<file path="config.mk">
export PLATFORM = sky130hd
export DESIGN_NAME = tws_slave
export DESIGN_NICKNAME = d
export VERILOG_FILES = /design/src/common/tws_pkg.sv /design/src/rtl/tws_slave.sv
export SDC_FILE = /design/constraint.sdc
export NUM_CORES = 1
export LEC_CHECK = 0
export BUFFER_PORTS_ARGS = -buffer_cell sky130_fd_sc_hd__clkbuf_2
export CORE_MARGIN = 2
export CORE_UTILIZATION = 40
export CTS_BUF_LIST = sky130_fd_sc_hd__clkbuf_4 sky130_fd_sc_hd__clkbuf_8
export CTS_CLUSTER_SIZE = 12
export DETAILED_ROUTE_END_ITERATION = 6
export GPL_TIMING_DRIVEN = 1
export MAX_ROUTING_LAYER = met4
export PLACE_DENSITY = 0.6
export SLEW_MARGIN = 10
export SYNTH_ARGS = -nofsm -noshare
export SYNTH_HDL_FRONTEND = slang
export SYNTH_SLANG_ARGS = --single-unit
</file>
<file path="constraint.sdc">
create_clock -name pclk -period 4.2 [get_ports pclk]
set_clock_uncertainty 0.15 [all_clocks]
set_input_delay 0.21 -clock pclk [delete_from_list [all_inputs] [get_ports pclk]]
set_output_delay 0.21 -clock pclk [all_outputs]
set_load 0.03 [all_outputs]
</file>
<file path="src/common/tws_pkg.sv">
// Package of register map, field positions, reset values and enums for the two-wire slave.
`default_nettype none
package tws_pkg;
  // Register byte offsets on the APB bus.
  localparam logic [7:0] TWS_OFF_MODE = 8'h00;
  localparam logic [7:0] TWS_OFF_STAT = 8'h04;
  localparam logic [7:0] TWS_OFF_DATA = 8'h08;
  localparam logic [7:0] TWS_OFF_ADDR = 8'h0C;
  localparam logic [7:0] TWS_OFF_CFG = 8'h10;
  // Mode control field positions.
  localparam int TWS_MODE_LSB = 5;
  localparam int TWS_PERIPH_CLOCK_OUT_ENABLE_BIT = 4;
  localparam int TWS_PCKSEL_LSB = 2;
  localparam int TWS_EN_BIT = 1;
  // Status control field positions.
  localparam int TWS_HCF_BIT = 7;
  localparam int TWS_ADDRESS_MATCH_FLAG_BIT = 6;
  localparam int TWS_HBB_BIT = 5;
  localparam int TWS_DIR_BIT = 4;
  localparam int TWS_ACK_TO_SEND_BIT = 3;
  localparam int TWS_SRW_BIT = 2;
  localparam int TWS_WAKE_BIT = 1;
  localparam int TWS_ACK_RECEIVED_FLAG_BIT = 0;
  // Configuration register positions.
  localparam int TWS_DEB_LSB = 0;
  localparam int TWS_PINSEL_BIT = 2;
  // Reset values and the two-wire mode code.
  localparam logic [2:0] TWS_MODE_RST = 3'h7;
  localparam logic [2:0] TWS_MODE_TWS = 3'h6;
  localparam logic [7:0] TWS_STAT_RST = 8'h81;
  localparam logic [2:0] TWS_CFG_RST = 3'h4;
  // Peripheral clock select codes.
  localparam logic [1:0] TWS_PCK_SYS = 2'h0;
  localparam logic [1:0] TWS_PCK_DIV4 = 2'h1;
  localparam logic [1:0] TWS_PCK_DIV8 = 2'h2;
  // Bit count of a byte, acknowledge is the ninth clock.
  localparam logic [3:0] TWS_ACK_IDX = 4'h8;
  typedef enum logic [2:0] {TWS_IDLE, TWS_ADDR, TWS_ADDR_ACK, TWS_DATA, TWS_DATA_ACK, TWS_IGNORE}
    tws_state_e;
endpackage
`default_nettype wire

</file>
<file path="src/rtl/tws_slave.sv">
// Two-wire slave interface with APB register access and peripheral clock output.
//
// Our own choices: the register addresses and register access over APB.
`timescale 1ns/1ns
`default_nettype none
module tws_slave
  import tws_pkg::*;
(
  input wire logic pclk,
  input wire logic presetn,
  input wire logic clk_en,
  input wire logic psel,
  input wire logic penable,
  input wire logic pwrite,
  input wire logic [7:0] paddr,
  input wire logic [31:0] pwdata,
  output logic [31:0] prdata,
  output logic pready,
  output logic pslverr,
  input wire logic sda_in,
  output logic sda_out,
  output logic sda_oe,
  input wire logic scl_in,
  output logic scl_out,
  output logic scl_oe,
  input wire logic timer0_period_match,
  output logic periph_clock_out_pin,
  output logic wake_req,
  output logic xfer_event
);

  // ------------------------------------------------------------
  // Register bus decode
  // ------------------------------------------------------------
  logic [2:0] mode_r;
  logic pck_en_r;
  logic [1:0] pck_sel_r;
  logic en_r;
  logic hcf_r, address_match_flag_r, hbb_r, dir_r, ack_to_send_r, srw_r, wake_en_r, ack_received_flag_r;
  logic [7:0] data_r;
  logic [7:0] addr_r;
  logic [2:0] cfg_r;
  logic hold_r;
  logic [31:0] rdata_nxt;

  // Decode of accesses; every access completes in its first access cycle.
  wire acc = psel & penable & clk_en;
  wire wr = acc & pwrite;
  wire rd = acc & ~pwrite;
  wire hit_mode = (paddr == TWS_OFF_MODE);
  wire hit_stat = (paddr == TWS_OFF_STAT);
  wire hit_data = (paddr == TWS_OFF_DATA);
  wire hit_addr = (paddr == TWS_OFF_ADDR);
  wire hit_cfg = (paddr == TWS_OFF_CFG);
  wire hit_any = hit_mode | hit_stat | hit_data | hit_addr | hit_cfg;
  wire data_rd = rd & hit_data;
  wire [7:0] stat_val = {hcf_r, address_match_flag_r, hbb_r, dir_r, ack_to_send_r, srw_r, wake_en_r, ack_received_flag_r};
  // Enable counts only when the pin routing is selected.
  wire pins_routed = cfg_r[TWS_PINSEL_BIT];
  wire act = en_r & pins_routed & (mode_r == TWS_MODE_TWS);
  wire en_rise = wr & hit_mode & pwdata[TWS_EN_BIT] & ~en_r;

  // Read data multiplexer.
  always_comb begin
    rdata_nxt = 32'h0000_0000;
    if (hit_mode) begin
      rdata_nxt[7:0] = {mode_r, pck_en_r, pck_sel_r, en_r, 1'b0};
    end else if (hit_stat) begin
      rdata_nxt[7:0] = stat_val;
    end else if (hit_data) begin
      rdata_nxt[7:0] = data_r;
    end else if (hit_addr) begin
      rdata_nxt[7:0] = addr_r;
    end else if (hit_cfg) begin
      rdata_nxt[2:0] = cfg_r;
    end
  end

  // Bus answer registers.
  always_ff @(posedge pclk or negedge presetn) begin
    if (!presetn) begin
      pready <= 1'b0;
      pslverr <= 1'b0;
      prdata <= 32'h0000_0000;
    end else if (clk_en) begin
      pready <= psel & ~penable;
      pslverr <= psel & ~penable & ~hit_any;
      prdata <= (psel & ~penable & ~pwrite) ? rdata_nxt : 32'h0000_0000;
    end
  end

  // ------------------------------------------------------------
  // Pin synchronisers and clock debounce
  // ------------------------------------------------------------
  logic [1:0] sda_s, scl_s;
  logic [1:0] scl_hist;
  logic scl_f, sda_d, scl_d;
  wire deb1 = cfg_r[TWS_DEB_LSB];
  wire deb2 = cfg_r[TWS_DEB_LSB + 1];
  wire scl_n = scl_s[1];
  wire all1 = scl_n & scl_hist[0] & (scl_hist[1] | ~deb2);
  wire all0 = ~scl_n & ~scl_hist[0] & (~scl_hist[1] | ~deb2);
  // Filtered clock level follows only a level stable for the debounce time.
  wire scl_nxt = (~deb1 & ~deb2) ? scl_n : (all1 ? 1'b1 : (all0 ? 1'b0 : scl_f));

  always_ff @(posedge pclk or negedge presetn) begin
    if (!presetn) begin
      sda_s <= 2'h3;
      scl_s <= 2'h3;
      scl_hist <= 2'h3;
      scl_f <= 1'b1;
      sda_d <= 1'b1;
      scl_d <= 1'b1;
    end else if (clk_en) begin
      sda_s <= {sda_s[0], sda_in};
      scl_s <= {scl_s[0], scl_in};
      scl_hist <= {scl_hist[0], scl_n};
      scl_f <= scl_nxt;
      sda_d <= sda_s[1];
      scl_d <= scl_f;
    end
  end

  wire scl_rise = scl_f & ~scl_d;
  wire scl_fall = ~scl_f & scl_d;
  wire start_c = scl_f & scl_d & sda_d & ~sda_s[1];
  wire stop_c = scl_f & scl_d & ~sda_d & sda_s[1];

  // ------------------------------------------------------------
  // Protocol engine
  // ------------------------------------------------------------
  tws_state_e st_r;
  logic [3:0] bit_r;
  logic [7:0] sh_r;
  logic sda_low_r;
  logic nack_r;
  wire [7:0] sh_in = {sh_r[6:0], sda_s[1]};
  wire addr_ok = (sh_in[7:1] == addr_r[7:1]);
  wire ack_bit = (bit_r == TWS_ACK_IDX);

  always_ff @(posedge pclk or negedge presetn) begin
    if (!presetn) begin
      st_r <= TWS_IDLE;
      bit_r <= 4'h0;
      sh_r <= 8'h00;
      sda_low_r <= 1'b0;
      nack_r <= 1'b0;
      hold_r <= 1'b0;
      hcf_r <= 1'b1;
      address_match_flag_r <= 1'b0;
      hbb_r <= 1'b0;
      srw_r <= 1'b0;
      ack_received_flag_r <= 1'b1;
      data_r <= 8'h00;
      xfer_event <= 1'b0;
      wake_req <= 1'b0;
    end else if (clk_en) begin
      xfer_event <= 1'b0;
      wake_req <= 1'b0;
      if (en_rise) begin
        st_r <= TWS_IDLE;
        hcf_r <= 1'b1;
        address_match_flag_r <= 1'b0;
        hbb_r <= 1'b0;
        srw_r <= 1'b0;
        ack_received_flag_r <= 1'b1;
        sda_low_r <= 1'b0;
        hold_r <= 1'b0;
      end else if (!act) begin
        st_r <= TWS_IDLE;
        sda_low_r <= 1'b0;
        hold_r <= 1'b0;
        if (wr && hit_data) begin
          data_r <= pwdata[7:0];
        end
      end else begin
        if (wr && hit_data) begin
          data_r <= pwdata[7:0];
        end
        if (data_rd) begin
          hold_r <= 1'b0;
        end
        if (start_c) begin
          hbb_r <= 1'b1;
          st_r <= TWS_ADDR;
          bit_r <= 4'h0;
          sda_low_r <= 1'b0;
          hold_r <= 1'b0;
        end else if (stop_c) begin
          hbb_r <= 1'b0;
          st_r <= TWS_IDLE;
          sda_low_r <= 1'b0;
          hold_r <= 1'b0;
        end else begin
          unique case (st_r)
            TWS_IDLE, TWS_IGNORE: begin
              sda_low_r <= 1'b0;
            end
            TWS_ADDR: begin
              if (scl_rise) begin
                sh_r <= sh_in;
                bit_r <= bit_r + 4'h1;
                if (bit_r == 4'h7) begin
                  address_match_flag_r <= addr_ok;
                  if (addr_ok) begin
                    srw_r <= sda_s[1];
                    xfer_event <= 1'b1;
                    wake_req <= wake_en_r;
                  end
                end
              end
              if (scl_fall && ack_bit) begin
                st_r <= address_match_flag_r ? TWS_ADDR_ACK : TWS_IGNORE;
                sda_low_r <= address_match_flag_r;
              end
            end
            TWS_ADDR_ACK: begin
              if (scl_fall) begin
                st_r <= TWS_DATA;
                bit_r <= 4'h0;
                hold_r <= ~srw_r;
                sda_low_r <= srw_r & ~data_r[7];
                sh_r <= data_r;
              end
            end
            TWS_DATA: begin
              if (scl_rise) begin
                bit_r <= bit_r + 4'h1;
                // The flag stays set through the acknowledge so software can see it.
                if (bit_r == 4'h0) begin
                  hcf_r <= 1'b0;
                end
                if (!dir_r) begin
                  sh_r <= sh_in;
                end
              end
              if (scl_fall) begin
                if (ack_bit) begin
                  st_r <= TWS_DATA_ACK;
                  hcf_r <= 1'b1;
                  xfer_event <= 1'b1;
                  address_match_flag_r <= 1'b0;
                  if (!dir_r) begin
                    data_r <= sh_r;
                  end
                  sda_low_r <= ~dir_r & ~ack_to_send_r;
                end else if (dir_r) begin
                  sh_r <= {sh_r[6:0], 1'b1};
                  sda_low_r <= ~sh_r[6];
                end
              end
            end
            TWS_DATA_ACK: begin
              if (scl_rise && dir_r) begin
                ack_received_flag_r <= sda_s[1];
                nack_r <= sda_s[1];
              end
              if (scl_fall) begin
                if (dir_r && nack_r) begin
                  st_r <= TWS_IGNORE;
                  sda_low_r <= 1'b0;
                end else begin
                  st_r <= TWS_DATA;
                  bit_r <= 4'h0;
                  sh_r <= data_r;
                  sda_low_r <= dir_r & ~data_r[7];
                end
              end
            end
            default: st_r <= TWS_IDLE;
          endcase
        end
      end
    end
  end

  // ------------------------------------------------------------
  // Software-written registers
  // ------------------------------------------------------------
  always_ff @(posedge pclk or negedge presetn) begin
    if (!presetn) begin
      mode_r <= TWS_MODE_RST;
      pck_en_r <= 1'b0;
      pck_sel_r <= TWS_PCK_SYS;
      en_r <= 1'b0;
      dir_r <= 1'b0;
      ack_to_send_r <= 1'b0;
      wake_en_r <= 1'b0;
      addr_r <= 8'h00;
      cfg_r <= TWS_CFG_RST;
    end else if (clk_en && wr) begin
      if (hit_mode) begin
        mode_r <= pwdata[TWS_MODE_LSB +: 3];
        pck_en_r <= pwdata[TWS_PERIPH_CLOCK_OUT_ENABLE_BIT];
        pck_sel_r <= pwdata[TWS_PCKSEL_LSB +: 2];
        en_r <= pwdata[TWS_EN_BIT];
      end
      if (hit_stat) begin
        dir_r <= pwdata[TWS_DIR_BIT];
        ack_to_send_r <= pwdata[TWS_ACK_TO_SEND_BIT];
        wake_en_r <= pwdata[TWS_WAKE_BIT];
      end
      if (hit_addr) begin
        addr_r <= pwdata[7:0];
      end
      if (hit_cfg) begin
        cfg_r <= pwdata[2:0];
      end
    end
  end

  // ------------------------------------------------------------
  // Open-drain pin drivers, enable low while pulling low
  // ------------------------------------------------------------
  always_ff @(posedge pclk or negedge presetn) begin
    if (!presetn) begin
      sda_out <= 1'b0;
      sda_oe <= 1'b1;
      scl_out <= 1'b0;
      scl_oe <= 1'b1;
    end else if (clk_en) begin
      sda_out <= 1'b0;
      scl_out <= 1'b0;
      sda_oe <= ~(act & sda_low_r);
      scl_oe <= ~(act & hold_r & ~scl_f);
    end
  end

  // ------------------------------------------------------------
  // Peripheral clock output
  // ------------------------------------------------------------
  logic [2:0] pdiv_r;
  logic tm_d, tm_half_r, pck_r;
  always_ff @(posedge pclk or negedge presetn) begin
    if (!presetn) begin
      pdiv_r <= 3'h0;
      tm_d <= 1'b0;
      tm_half_r <= 1'b0;
      pck_r <= 1'b0;
    end else if (clk_en) begin
      pdiv_r <= pdiv_r + 3'h1;
      tm_d <= timer0_period_match;
      if (timer0_period_match && !tm_d) begin
        tm_half_r <= ~tm_half_r;
      end
      pck_r <= ~pck_r;
    end
  end

  // Output select; full rate is a registered toggle giving half of pclk.
  always_ff @(posedge pclk or negedge presetn) begin
    if (!presetn) begin
      periph_clock_out_pin <= 1'b0;
    end else if (clk_en) begin
      if (!pck_en_r) begin
        periph_clock_out_pin <= 1'b0;
      end else if (pck_sel_r == TWS_PCK_SYS) begin
        periph_clock_out_pin <= ~pck_r;
      end else if (pck_sel_r == TWS_PCK_DIV4) begin
        periph_clock_out_pin <= pdiv_r[1];
      end else if (pck_sel_r == TWS_PCK_DIV8) begin
        periph_clock_out_pin <= pdiv_r[2];
      end else begin
        periph_clock_out_pin <= tm_half_r;
      end
    end
  end

  // ------------------------------------------------------------
  // Checks
  // ------------------------------------------------------------
  a_busy_start: assert property (@(posedge pclk) disable iff (!presetn)
    clk_en && act && start_c && !en_rise |=> hbb_r)
    else $error("busy flag not set after start");
  a_busy_stop: assert property (@(posedge pclk) disable iff (!presetn)
    clk_en && act && stop_c && !start_c && !en_rise |=> !hbb_r)
    else $error("busy flag not cleared after stop");
  a_idle_release: assert property (@(posedge pclk) disable iff (!presetn)
    clk_en && !act |=> sda_oe && scl_oe)
    else $error("pins driven while disabled");
  a_enable_flags: assert property (@(posedge pclk) disable iff (!presetn)
    en_rise |=> hcf_r && !address_match_flag_r && !hbb_r && ack_received_flag_r)
    else $error("flags not restored on enable");
  a_keep_dir: assert property (@(posedge pclk) disable iff (!presetn)
    clk_en && act && !(wr && hit_stat) |=> $stable(dir_r) && $stable(ack_to_send_r))
    else $error("direction changed without write");
  a_mode_reset: assert property (@(posedge pclk) disable iff (!presetn)
    !$past(presetn) |-> mode_r == TWS_MODE_RST)
    else $error("mode field reset value wrong");
  a_ack_nomatch: assert property (@(posedge pclk) disable iff (!presetn)
    st_r == TWS_IGNORE |=> sda_oe)
    else $error("data line driven while ignoring");
  a_wake_gate: assert property (@(posedge pclk) disable iff (!presetn)
    wake_req |-> wake_en_r && address_match_flag_r)
    else $error("wake without enable or match");
endmodule
`default_nettype wire

</file>
==> summary.md, run 1 <==
| Metric | Value |
|---|---|
| Worst reg2reg setup slack | 1620 ps |
| Buffers on Ports | 39 |
| Mapped Cells | between 500 and 600 |
| Nets@finish | 601 |
| Number of diodes | 0 |
| TritonCTS clock tree | done |
| Number of global-route vias before repair | 3846 |
| Root Driver | clkbuf_8 |
| Die width | approximately 110 µm |
| Via count | roughly 4.0k |
| Synthesis-stage register bit count | 82 |
| Final WS setup | 1620 ps |
| Critical Path, Cell by Cell | nor2b_1, nand2_1, or3_1, o211ai_2, o2bb2ai_1 |
| Path category of the worst min-delay check | input port to register |
| First DRT Iteration DRCs | about 280 |
| Drt pass-1 iters | 5 |
| Post-route ant nets | 0 |
| Crit-path max cell delay | 760 ps |
| Hpwl dp | 8.93 mm |
| Post-route insts no fill | 701 |
| Clock latency on the worst-skew pair | 370 ps |
| Final Wtd Congestion | 0.888 |
| Worst VDD drop | 227 µV |
| Fmax | 388 MHz |
| Critical Path Source Type | register |
| Kind of critical path | register to register |
| # H-tree levels | 3 |
| Post-Place Setup Slack | ~1700 ps |
| Post-Syn Area | 0.00488 mm² |
| Post-DP Area | between 0.005 and 0.006 mm² |
| Setup crit end kind | register |
| Share of cells above drive strength 1 | 20.6% |
| Post-cts resize count | 0 |
| Placeable Area | 0.0120 mm² |
| Global-route wire length before repair | 20.5 mm |
| CTS Buf Count | 9 |
| Die area | 0.0131 mm² |
| Placed cells | 672 |
| Measured slew at the worst slew-check pin | 1050 ps |
| Unrepaired setup endpoints after global routing | false |
| Seq/Total Area, Yosys | 42.5% |
| Detailed-route wire length per cell | 17.8 µm |
| Detailed Route WL | 12.5 mm |
| Vias/cell | ~5.8 |
| EDFF count, synth | 0 |
| Area growth, synth to finish | 11.1% |
| Cell Pwr Density | 322 mW/mm² |
| Total negative slack | 0 ps |
| # fillers | roughly 1.1k |
| Final instance area | 0.00542 mm² |
| Cell taking the most area after synthesis | dfrtp_1 |
| Top cells by area, synth | dfrtp_1, dfstp_2, mux2_2, buf_4, o21ai_0 |
| Slew headroom | ~30% |
| Post-synth ARST share | 100% |
| CTS Sinks | 82 |
| Worst EP arrival | 2710 ps |
| Total congestion overflow | 0 |
| Postcts setup bufs | 0 |
| Final setup viols | 0 |
| YS warnings | 0 |
| Die height | around 110 µm |
| Period utilization | 61.3% |
| Final critical-path required period | 2580 ps |
| Gr usage total | between 20% and 30% |
| Master of the slowest instance on the critical path | dfrtp_1 |
| Critical Path Fanout Max | 22 |
| Synth Flop Type | dfrtp_1 |
| Worst endpoint required time | 4330 ps |
| Clock transition at the registers of the reported paths | 90 ps |
| Drt drc | 0 |
| Initial Utilization | 40.8% |
| I/O pin total | 90 |
| Row count | 40 |
| Final Hold Fails | 0 |
| Largest net degree at the start of global routing | 83 |
| Reg2Reg Depth | 5 |
| Initial antenna violation count | 0 |
| Max-cap check violation count | 0 |
| Leakage Power | roughly 2.3 nW |
| Status | finished, final reports clean |
| Total design power | 1.75 mW |
| Hold path depth | 3 |
| Synth top area share | 33.3% |
| Post-synthesis cell type count | 75 |
| Mapped Avg Cell Area | approximately 9.6 µm² |
| Clock Path Buffers | 2 |
| Max-slew violation count | 0 |
final cells by class:
| cell class | instances | area, µm² | share of cell area [%] |
|---|---|---|---|
| clock buffer | 10 | 138 | 2.54 |
| inverter | 27 | 101 | 1.87 |
| clock inverter | 6 | 72.6 | 1.34 |
| timing repair buffer | 56 | 358 | 6.60 |
| tap | 147 | 184 | 3.39 |
| sequential | 82 | 2070 | 38.2 |
| multi-input combinational | 373 | 2500 | 46.0 |
cells in the mapped netlist (4+ instances only):
library cell,number
mux2_2,22
mux2i_1,15
o2bb2ai_1,17
a21oi_1,24
o21ai_0,38
inv_1,27
o221ai_1,5
a21o_1,4
dfrtp_1,65
clkbuf_1,17
buf_4,27
nor2_1,36
a32o_1,5
dfstp_2,17
nor3_1,6
buf_2,6
o21ai_1,4
nand3_1,8
nand2b_1,11
nand4b_1,5
nor2b_1,9
nand2_1,30
o41ai_1,6
a31oi_1,4
and3_1,6
nand3b_1,6
xnor2_1,11
o211ai_1,9
registers in the layout (all words and copies together) (netlist names), 3 cells and up:
name    count
bit_r       4
sh_r        8
st_r        3
mode_r      3
cfg_r       3
addr_r      8
data_r      8
prdata      8
pdiv_r      3
metal layers:
metal / vias up / track usage [%] / share of wire [%]
met4: 0 / 5.77 / 1.4
met5: - / - / 0
met1: 1980 / 28.7 / 47
met3: 18 / 4.02 / 6.0
met2: 153 / 31.0 / 46
li1: 1883 / - / -
power breakdown:
group | switching [mW] | internal [mW] | leakage [nW]
clock network | 0.318 | 0.299 | 0.109
logic | 0.132 | 0.0925 | 1.18
registers | 0.0556 | 0.850 | 1.05
total | 0.506 | 1.24 | 2.34
per-stage QoR:
step	hold slack [ps]	utilization, %
global route	54.5	45.3
global placement	280	42.5
CTS	9.64	45.3
finish	26.8	45.3
floorplan	-236	-
detailed placement	283	42.5
final timing paths:
path | end | startpoint
max in group asynchronous | sh_r[6] | presetn
min in group asynchronous | wake_req | presetn
hold / removal | pready | penable
hold reg to reg | sda_oe | sda_low_r
setup / recovery | sh_r[7] | st_r[0]
setup reg to reg | sh_r[7] | st_r[0]
logic make-up after synthesis:
group	synth area share [%]
AOI/OAI and AO/OA	20.1
xor gates and xnor gates	2.33
adders and majority gates	0.769
buffers and inverters	8.31
DFF	42.5
muxes	8.61
other	0.0768
and+or+nand+nor	17.3
repair_timing:
item | CTS | global route
endpoints found under the hold margin | 88 | 0
hold buffers | 13 | 0
endpoints found under the setup margin | 0 | 0
critical path: cells and delay by family, from the launching register on:
| family | cells | cell delay [ps] |
|---|---|---|
| DFF | 1 | 760 |
| and+or+nand+nor | 3 | 1250 |
| AOI/OAI and AO/OA | 2 | 330 |
cell usage in the layout (no fill, tap or decap), types with 6 or more instances in the layout:
cell type and count:
mux2i_1 15, xnor2_1 11, conb_1 26, clkbuf_2 38, o211ai_1 9, nand3_1 8
and3_1 6, o2bb2ai_1 17, nor2_1 36, o41ai_1 6, a21oi_1 24, nor3_1 6
inv_1 27, dfstp_2 17, clkbuf_8 10, dfrtp_1 65, nand3b_1 6, o21ai_0 38
dlygate4sd3_1 13, nand2b_1 11, mux2_2 22, nor2b_1 9, nand2_1 30
(Power assumes the default switching activity.)
==> run 2: changes to the inputs <==
Settings changed: PLACE_DENSITY 0.6 to 0.62.
Clock period 4.2 ns to 2.1 ns, I/O delays scaled along.
==> run 2 against run 1 <==
Count of clock-buffer cells in the layout is the same. Sequential power increased by 97%. Die area unchanged. Wire length grew 4.4%. Worst hold slack got worse by 1.9 ps. Clock power grew 94%. First-iteration DRC count up 3.6%.
==> summary.md, run 2 (same netlist as run 1, synthesis figures left out) <==
| Metric | Value |
|---|---|
| Status | finished, final reports clean |
| Max-slew violation count | 0 |
| Vias/cell | 5.62 |
| Fmax | approximately 480 MHz |
| Initial Utilization | 40.8% |
| Die width | 114 µm |
| Root Driver | clkbuf_8 |
| Most used cell, CP | buf_4 |
| Cell Pwr Density | 601 mW/mm² |
| Path category of the worst min-delay check | input port to register |
| # fillers | 1134 |
| Leakage Power | 2.63 nW |
| Clock latency on the worst-skew pair | about 370 ps |
| Critical Path, Cell by Cell | buf_6, nand2_1, o211ai_1, nor2_1, buf_4, buf_4, and3_1, o21a_1 |
| Period utilization | between 90% and 100% |
| TritonCTS clock tree | done |
| Critical Path Fanout Max | 6 |
| I/O pin total | 90 |
| Gr usage total | a little over a fifth |
| Hpwl dp | 9.60 mm |
| Via count | 4227 |
| Drt pass-1 iters | 5 |
| Worst VDD drop | 531 µV |
| Max-cap check violation count | 0 |
| Master of the slowest instance on the critical path | dfstp_2 |
| Buffers on Ports | 39 |
| Total negative slack | 0 ps |
| Detailed Route WL | approximately 13 mm |
| Most common cell after layout, fill and taps aside | dfrtp_1 |
| Final Hold Fails | 0 |
| Clock Path Buffers | 2 |
| Commonest cells after routing, fill and taps aside | dfrtp_1, buf_4, clkbuf_2, o21ai_0, nor2_1 |
| Detailed-route wire length per cell | 17.4 µm |
| Number of global-route vias before repair | 4082 |
| First DRT Iteration DRCs | about 290 |
| Area growth, synth to finish | 21.6% |
| Die area | 0.0131 mm² |
| Drt drc | 0 |
| Slew headroom | around 66% |
| Crit-path max cell delay | approximately 600 ps |
| Number of diodes | 0 |
| CTS Sinks | 82 |
| Kind of critical path | register to register |
| Final critical-path required period | about 2100 ps |
| Setup crit end kind | register |
| Initial antenna violation count | 0 |
| Final Wtd Congestion | 0.896 |
| # H-tree levels | 3 |
| Row count | 40 |
| Global-route wire length before repair | ~21 mm |
| Die height | ~110 µm |
| Total congestion overflow | 0 |
| Total design power | ~3.6 mW |
| Clock transition at the registers of the reported paths | 90 ps |
| Worst EP arrival | 2210 ps |
| Worst endpoint required time | 2220 ps |
| Post-route ant nets | 0 |
| Placeable Area | about 0.012 mm² |
| Share of cells above drive strength 1 | 28.8% |
| Unrepaired setup endpoints after global routing | true |
| Measured slew at the worst slew-check pin | roughly 500 ps |
| Critical Path Source Type | register |
| Nets@finish | 652 |
| CTS Buf Count | 9 |
| Final setup viols | 0 |
| Largest net degree at the start of global routing | 46 |
run 2: stage by stage:
stage / worst slack [ps] / instances / hold slack (ps) / utilization (%) / area (µm²)
6_report: 8.05 / 752 / 24.9 / 49.6 / 5930
5_1_grt: -84.3 / 752 / 42.3 / 49.6 / 5930
4_1_cts: 0.289 / 750 / 9.09 / 48.8 / 5840
3_5_place_dp: -81.3 / 717 / -33.1 / 45.7 / 5460
3_3_place_gp: -14.1 / 717 / -43.2 / 45.7 / 5460
2_1_floorplan: 12.6 / 534 / -341 / - / 4980
run 2: final timing paths:
| check | from | endpoint | slack, ps | cells past startpoint |
|---|---|---|---|---|
| max | scl_d | srw_r | 8 | 8 |
| min | penable | pslverr | 20 | 4 |
| max reg2reg | scl_d | srw_r | 8 | 8 |
| min reg2reg | pdiv_r[2] | pdiv_r[2] | 320 | 1 |
| max in group asynchronous | presetn | scl_d | 1010 | 3 |
| min in group asynchronous | presetn | wake_req | 100 | 2 |
run 2: what timing repair did:
action	4_1_cts	5_1_grt
gates resized for setup	1	19
pin swaps	2	7
hold endpoints to repair	88	0
endpoints found under the setup margin	7	29
hold buffers	15	0
buffers inserted	2	2
run 2: routing by layer:
layer | vias up | part of all wire (%) | track usage, %
met2 | 134 | 47 | 32.6
met3 | 23 | 4.0 | 3.86
met4 | 0 | 1.7 | 5.85
met1 | 2074 | 48 | 29.6
li1 | 1996 | - | -
met5 | - | 0 | -
run 2: layout make-up:
class | instances | area, µm² | area share, %
clock inverter | 6 | 70.1 | 1.18
clock buffer | 10 | 138 | 2.32
timing repair buffer | 107 | 795 | 13.4
sequential | 82 | 2070 | 35.0
tap | 147 | 184 | 3.10
multi-input combinational | 373 | 2570 | 43.3
inverter | 27 | 101 | 1.71
run 2: critical path, delay by kind of cell (launching register included):
family          cells  cell delay [ps]
flops               1              590
buf+inv             3              420
compound gates      2              520
simple gates        3              330
run 2: where the power goes:
group,switching (mW),total [mW],internal [mW]
Sequential,0.0843,1.78,1.70
Combinational,0.321,0.580,0.260
Clock,0.609,1.20,0.594
Total,1.01,3.57,2.55
==> run 3: changes to the inputs <==
Settings changed: CELL_PAD_IN_SITES_DETAIL_PLACEMENT set to 0, CELL_PAD_IN_SITES_GLOBAL_PLACEMENT set to 1, PLACE_DENSITY 0.62 to 0.78.
==> run 3 against run 2 <==
Power increased by 3.4%. Register-to-register slack about the same. Die area unchanged. Non-clock buffer count increased by 12. Worst setup slack got worse by 5.7 ps. Core utilization increased by 2.0 points.
==> summary.md, run 3 (same netlist as run 1, synthesis figures left out) <==
| Metric | Value |
|---|---|
| Status | finished, final reports clean |
| # H-tree levels | 3 |
| Total design power | roughly 3.7 mW |
| Max-slew violation count | 0 |
| # fillers | 1136 |
| Measured slew at the worst slew-check pin | 524 ps |
| Area growth, synth to finish | 26.4% |
| Vias/cell | 5.51 |
| Global-route wire length before repair | 22.0 mm |
| Number of global-route vias before repair | 4190 |
| CTS Sinks | 82 |
| Critical Path Source Type | register |
| Root Driver | clkbuf_8 |
| Unrepaired setup endpoints after global routing | true |
| First DRT Iteration DRCs | 299 |
| Clk pwr share | 35.2% |
| Worst endpoint required time | between 2000 and 2500 ps |
| TritonCTS clock tree | done |
| Total congestion overflow | 0 |
| Slew headroom | roughly 65% |
| Final hold slack | just under 50 ps |
| Multi-input logic area | roughly 0.0027 mm² |
| Max-cap check violation count | 0 |
| Setup crit end kind | register |
| CTS Buf Count | 9 |
| Gr usage total | 22.3% |
| Drt pass-1 iters | 4 |
| Initial antenna violation count | 0 |
| Period utilization | 99.9% |
| Post-Place Setup Slack | -141 ps |
| Worst EP arrival | 2210 ps |
| Most common cell after layout, fill and taps aside | dfrtp_1 |
| Detailed Route WL | 13.7 mm |
| Path category of the worst min-delay check | input port to register |
| Final setup viols | 0 |
| I/O pin total | 90 |
| Hpwl dp | roughly 10 mm |
| Placeable Area | 0.0120 mm² |
| Number of diodes | 0 |
| Sequential power share | 48.3% |
| Final Wtd Congestion | 0.864 |
| Sequential standard cell area | about 0.0021 mm² |
| Largest net degree at the start of global routing | 45 |
| Share of cells above drive strength 1 | 33.4% |
| Clock Path Buffers | 2 |
| Fmax | 477 MHz |
| Die height | 114 µm |
| Commonest cells after routing, fill and taps aside | dfrtp_1, buf_4, clkbuf_2, nor2_1, o21ai_0 |
| Drt drc | 0 |
| Switching Fraction | roughly 28% |
| Final WS setup | 2.32 ps |
| Clock transition at the registers of the reported paths | 90 ps |
| Sw Pwr | 1.03 mW |
| Kind of critical path | register to register |
| Row count | 40 |
| Detailed-route wire length per cell | around 18 µm |
| Initial Utilization | 40.8% |
| Clock latency on the worst-skew pair | 360 ps |
| Critical Path Fanout Max | 6 |
| Final Hold Fails | 0 |
| Die width | 114 µm |
| Die area | about 0.013 mm² |
| Nets@finish | 664 |
| Internal cell power | approximately 2.7 mW |
| Via count | 4211 |
| Combinational fraction of design power | between 15 and 20% |
| Cell Pwr Density | approximately 600 mW/mm² |
| Post-route ant nets | 0 |
| Worst VDD drop | 575 µV |
| Buffers on Ports | 39 |
| Leakage Power | 2.71 nW |
| Final critical-path required period | about 2100 ps |
-- run 3: cell count changes in the layout (fill, tap and decap cells not counted), moves of 6 or more --
cell,delta
o2bb2ai_1,-7
o2bb2ai_2,+7
buf_6,+6
buf_4,+8
-- run 3: worst max-delay path, stage by stage, from the launching register on --
cell	delay, ps
dfstp_2	580
buf_6	110
nand2_1	70
o211ai_1	350
buf_4	180
nor2_1	30
buf_4	170
and3_1	170
o21a_1	180
-- run 3: through the flow --
stage	area, µm²	setup TNS, ps	std cells	utilization (%)
after floorplan	4980	0	534	-
after detailed placement	5510	-251	723	46.1
after global placement	5510	-4.10	723	46.1
final	6170	0	764	51.6
after global routing	6170	-686	764	51.6
after CTS	5940	-6.48	757	49.7
-- run 3: layout make-up --
class	instances	area share (%)
Clock inverter	7	1.60
Timing Repair Buffer	119	14.6
Multi-Input combinational cell	373	43.5
Inverter	27	1.64
Clock buffer	9	2.01
Tap cell	147	2.98
Sequential cell	82	33.6
-- run 3: routing by layer --
metal	vias to the layer above	global-route usage, %	wire length, µm
li1	2008	-	-
met1	2086	29.9	6450
met2	92	34.4	6460
met3	25	3.86	480
met4	0	7.56	294
met5	-	-	0
-- run 3: worst paths after layout --
check                      startpoint         to  slack [ps]  cells past startpoint
max reg2reg                     scl_d      srw_r           2                      8
min                           penable    pslverr          50                      4
max in group asynchronous     presetn  mode_r[1]        1010                      3
min in group asynchronous     presetn   wake_req         110                      2
max                             scl_d      srw_r           2                      8
min reg2reg                     pck_r      pck_r         320                      1
-- run 3: timing repair --
| action | 4_1_cts | 5_1_grt |
|---|---|---|
| hold buffers | 15 | 0 |
| cloned | 0 | 0 |
| resized for setup | 6 | 42 |
| endpoints found under the setup margin | 8 | 29 |
| pin swaps | 3 | 25 |
| setup buffers | 3 | 8 |
| hold endpoints to repair | 71 | 0 |
-- run 3: power groups by stage --
stage          Sequential [mW]  Clock (mW)  Combinational [mW]
3_3_place_gp              1.81           0               0.521
6_report                  1.78        1.30               0.609
2_1_floorplan             1.78           0               0.379
5_1_grt                   1.80        1.39               0.673
3_5_place_dp              1.81           0               0.534
4_1_cts                   1.78        1.33               0.584
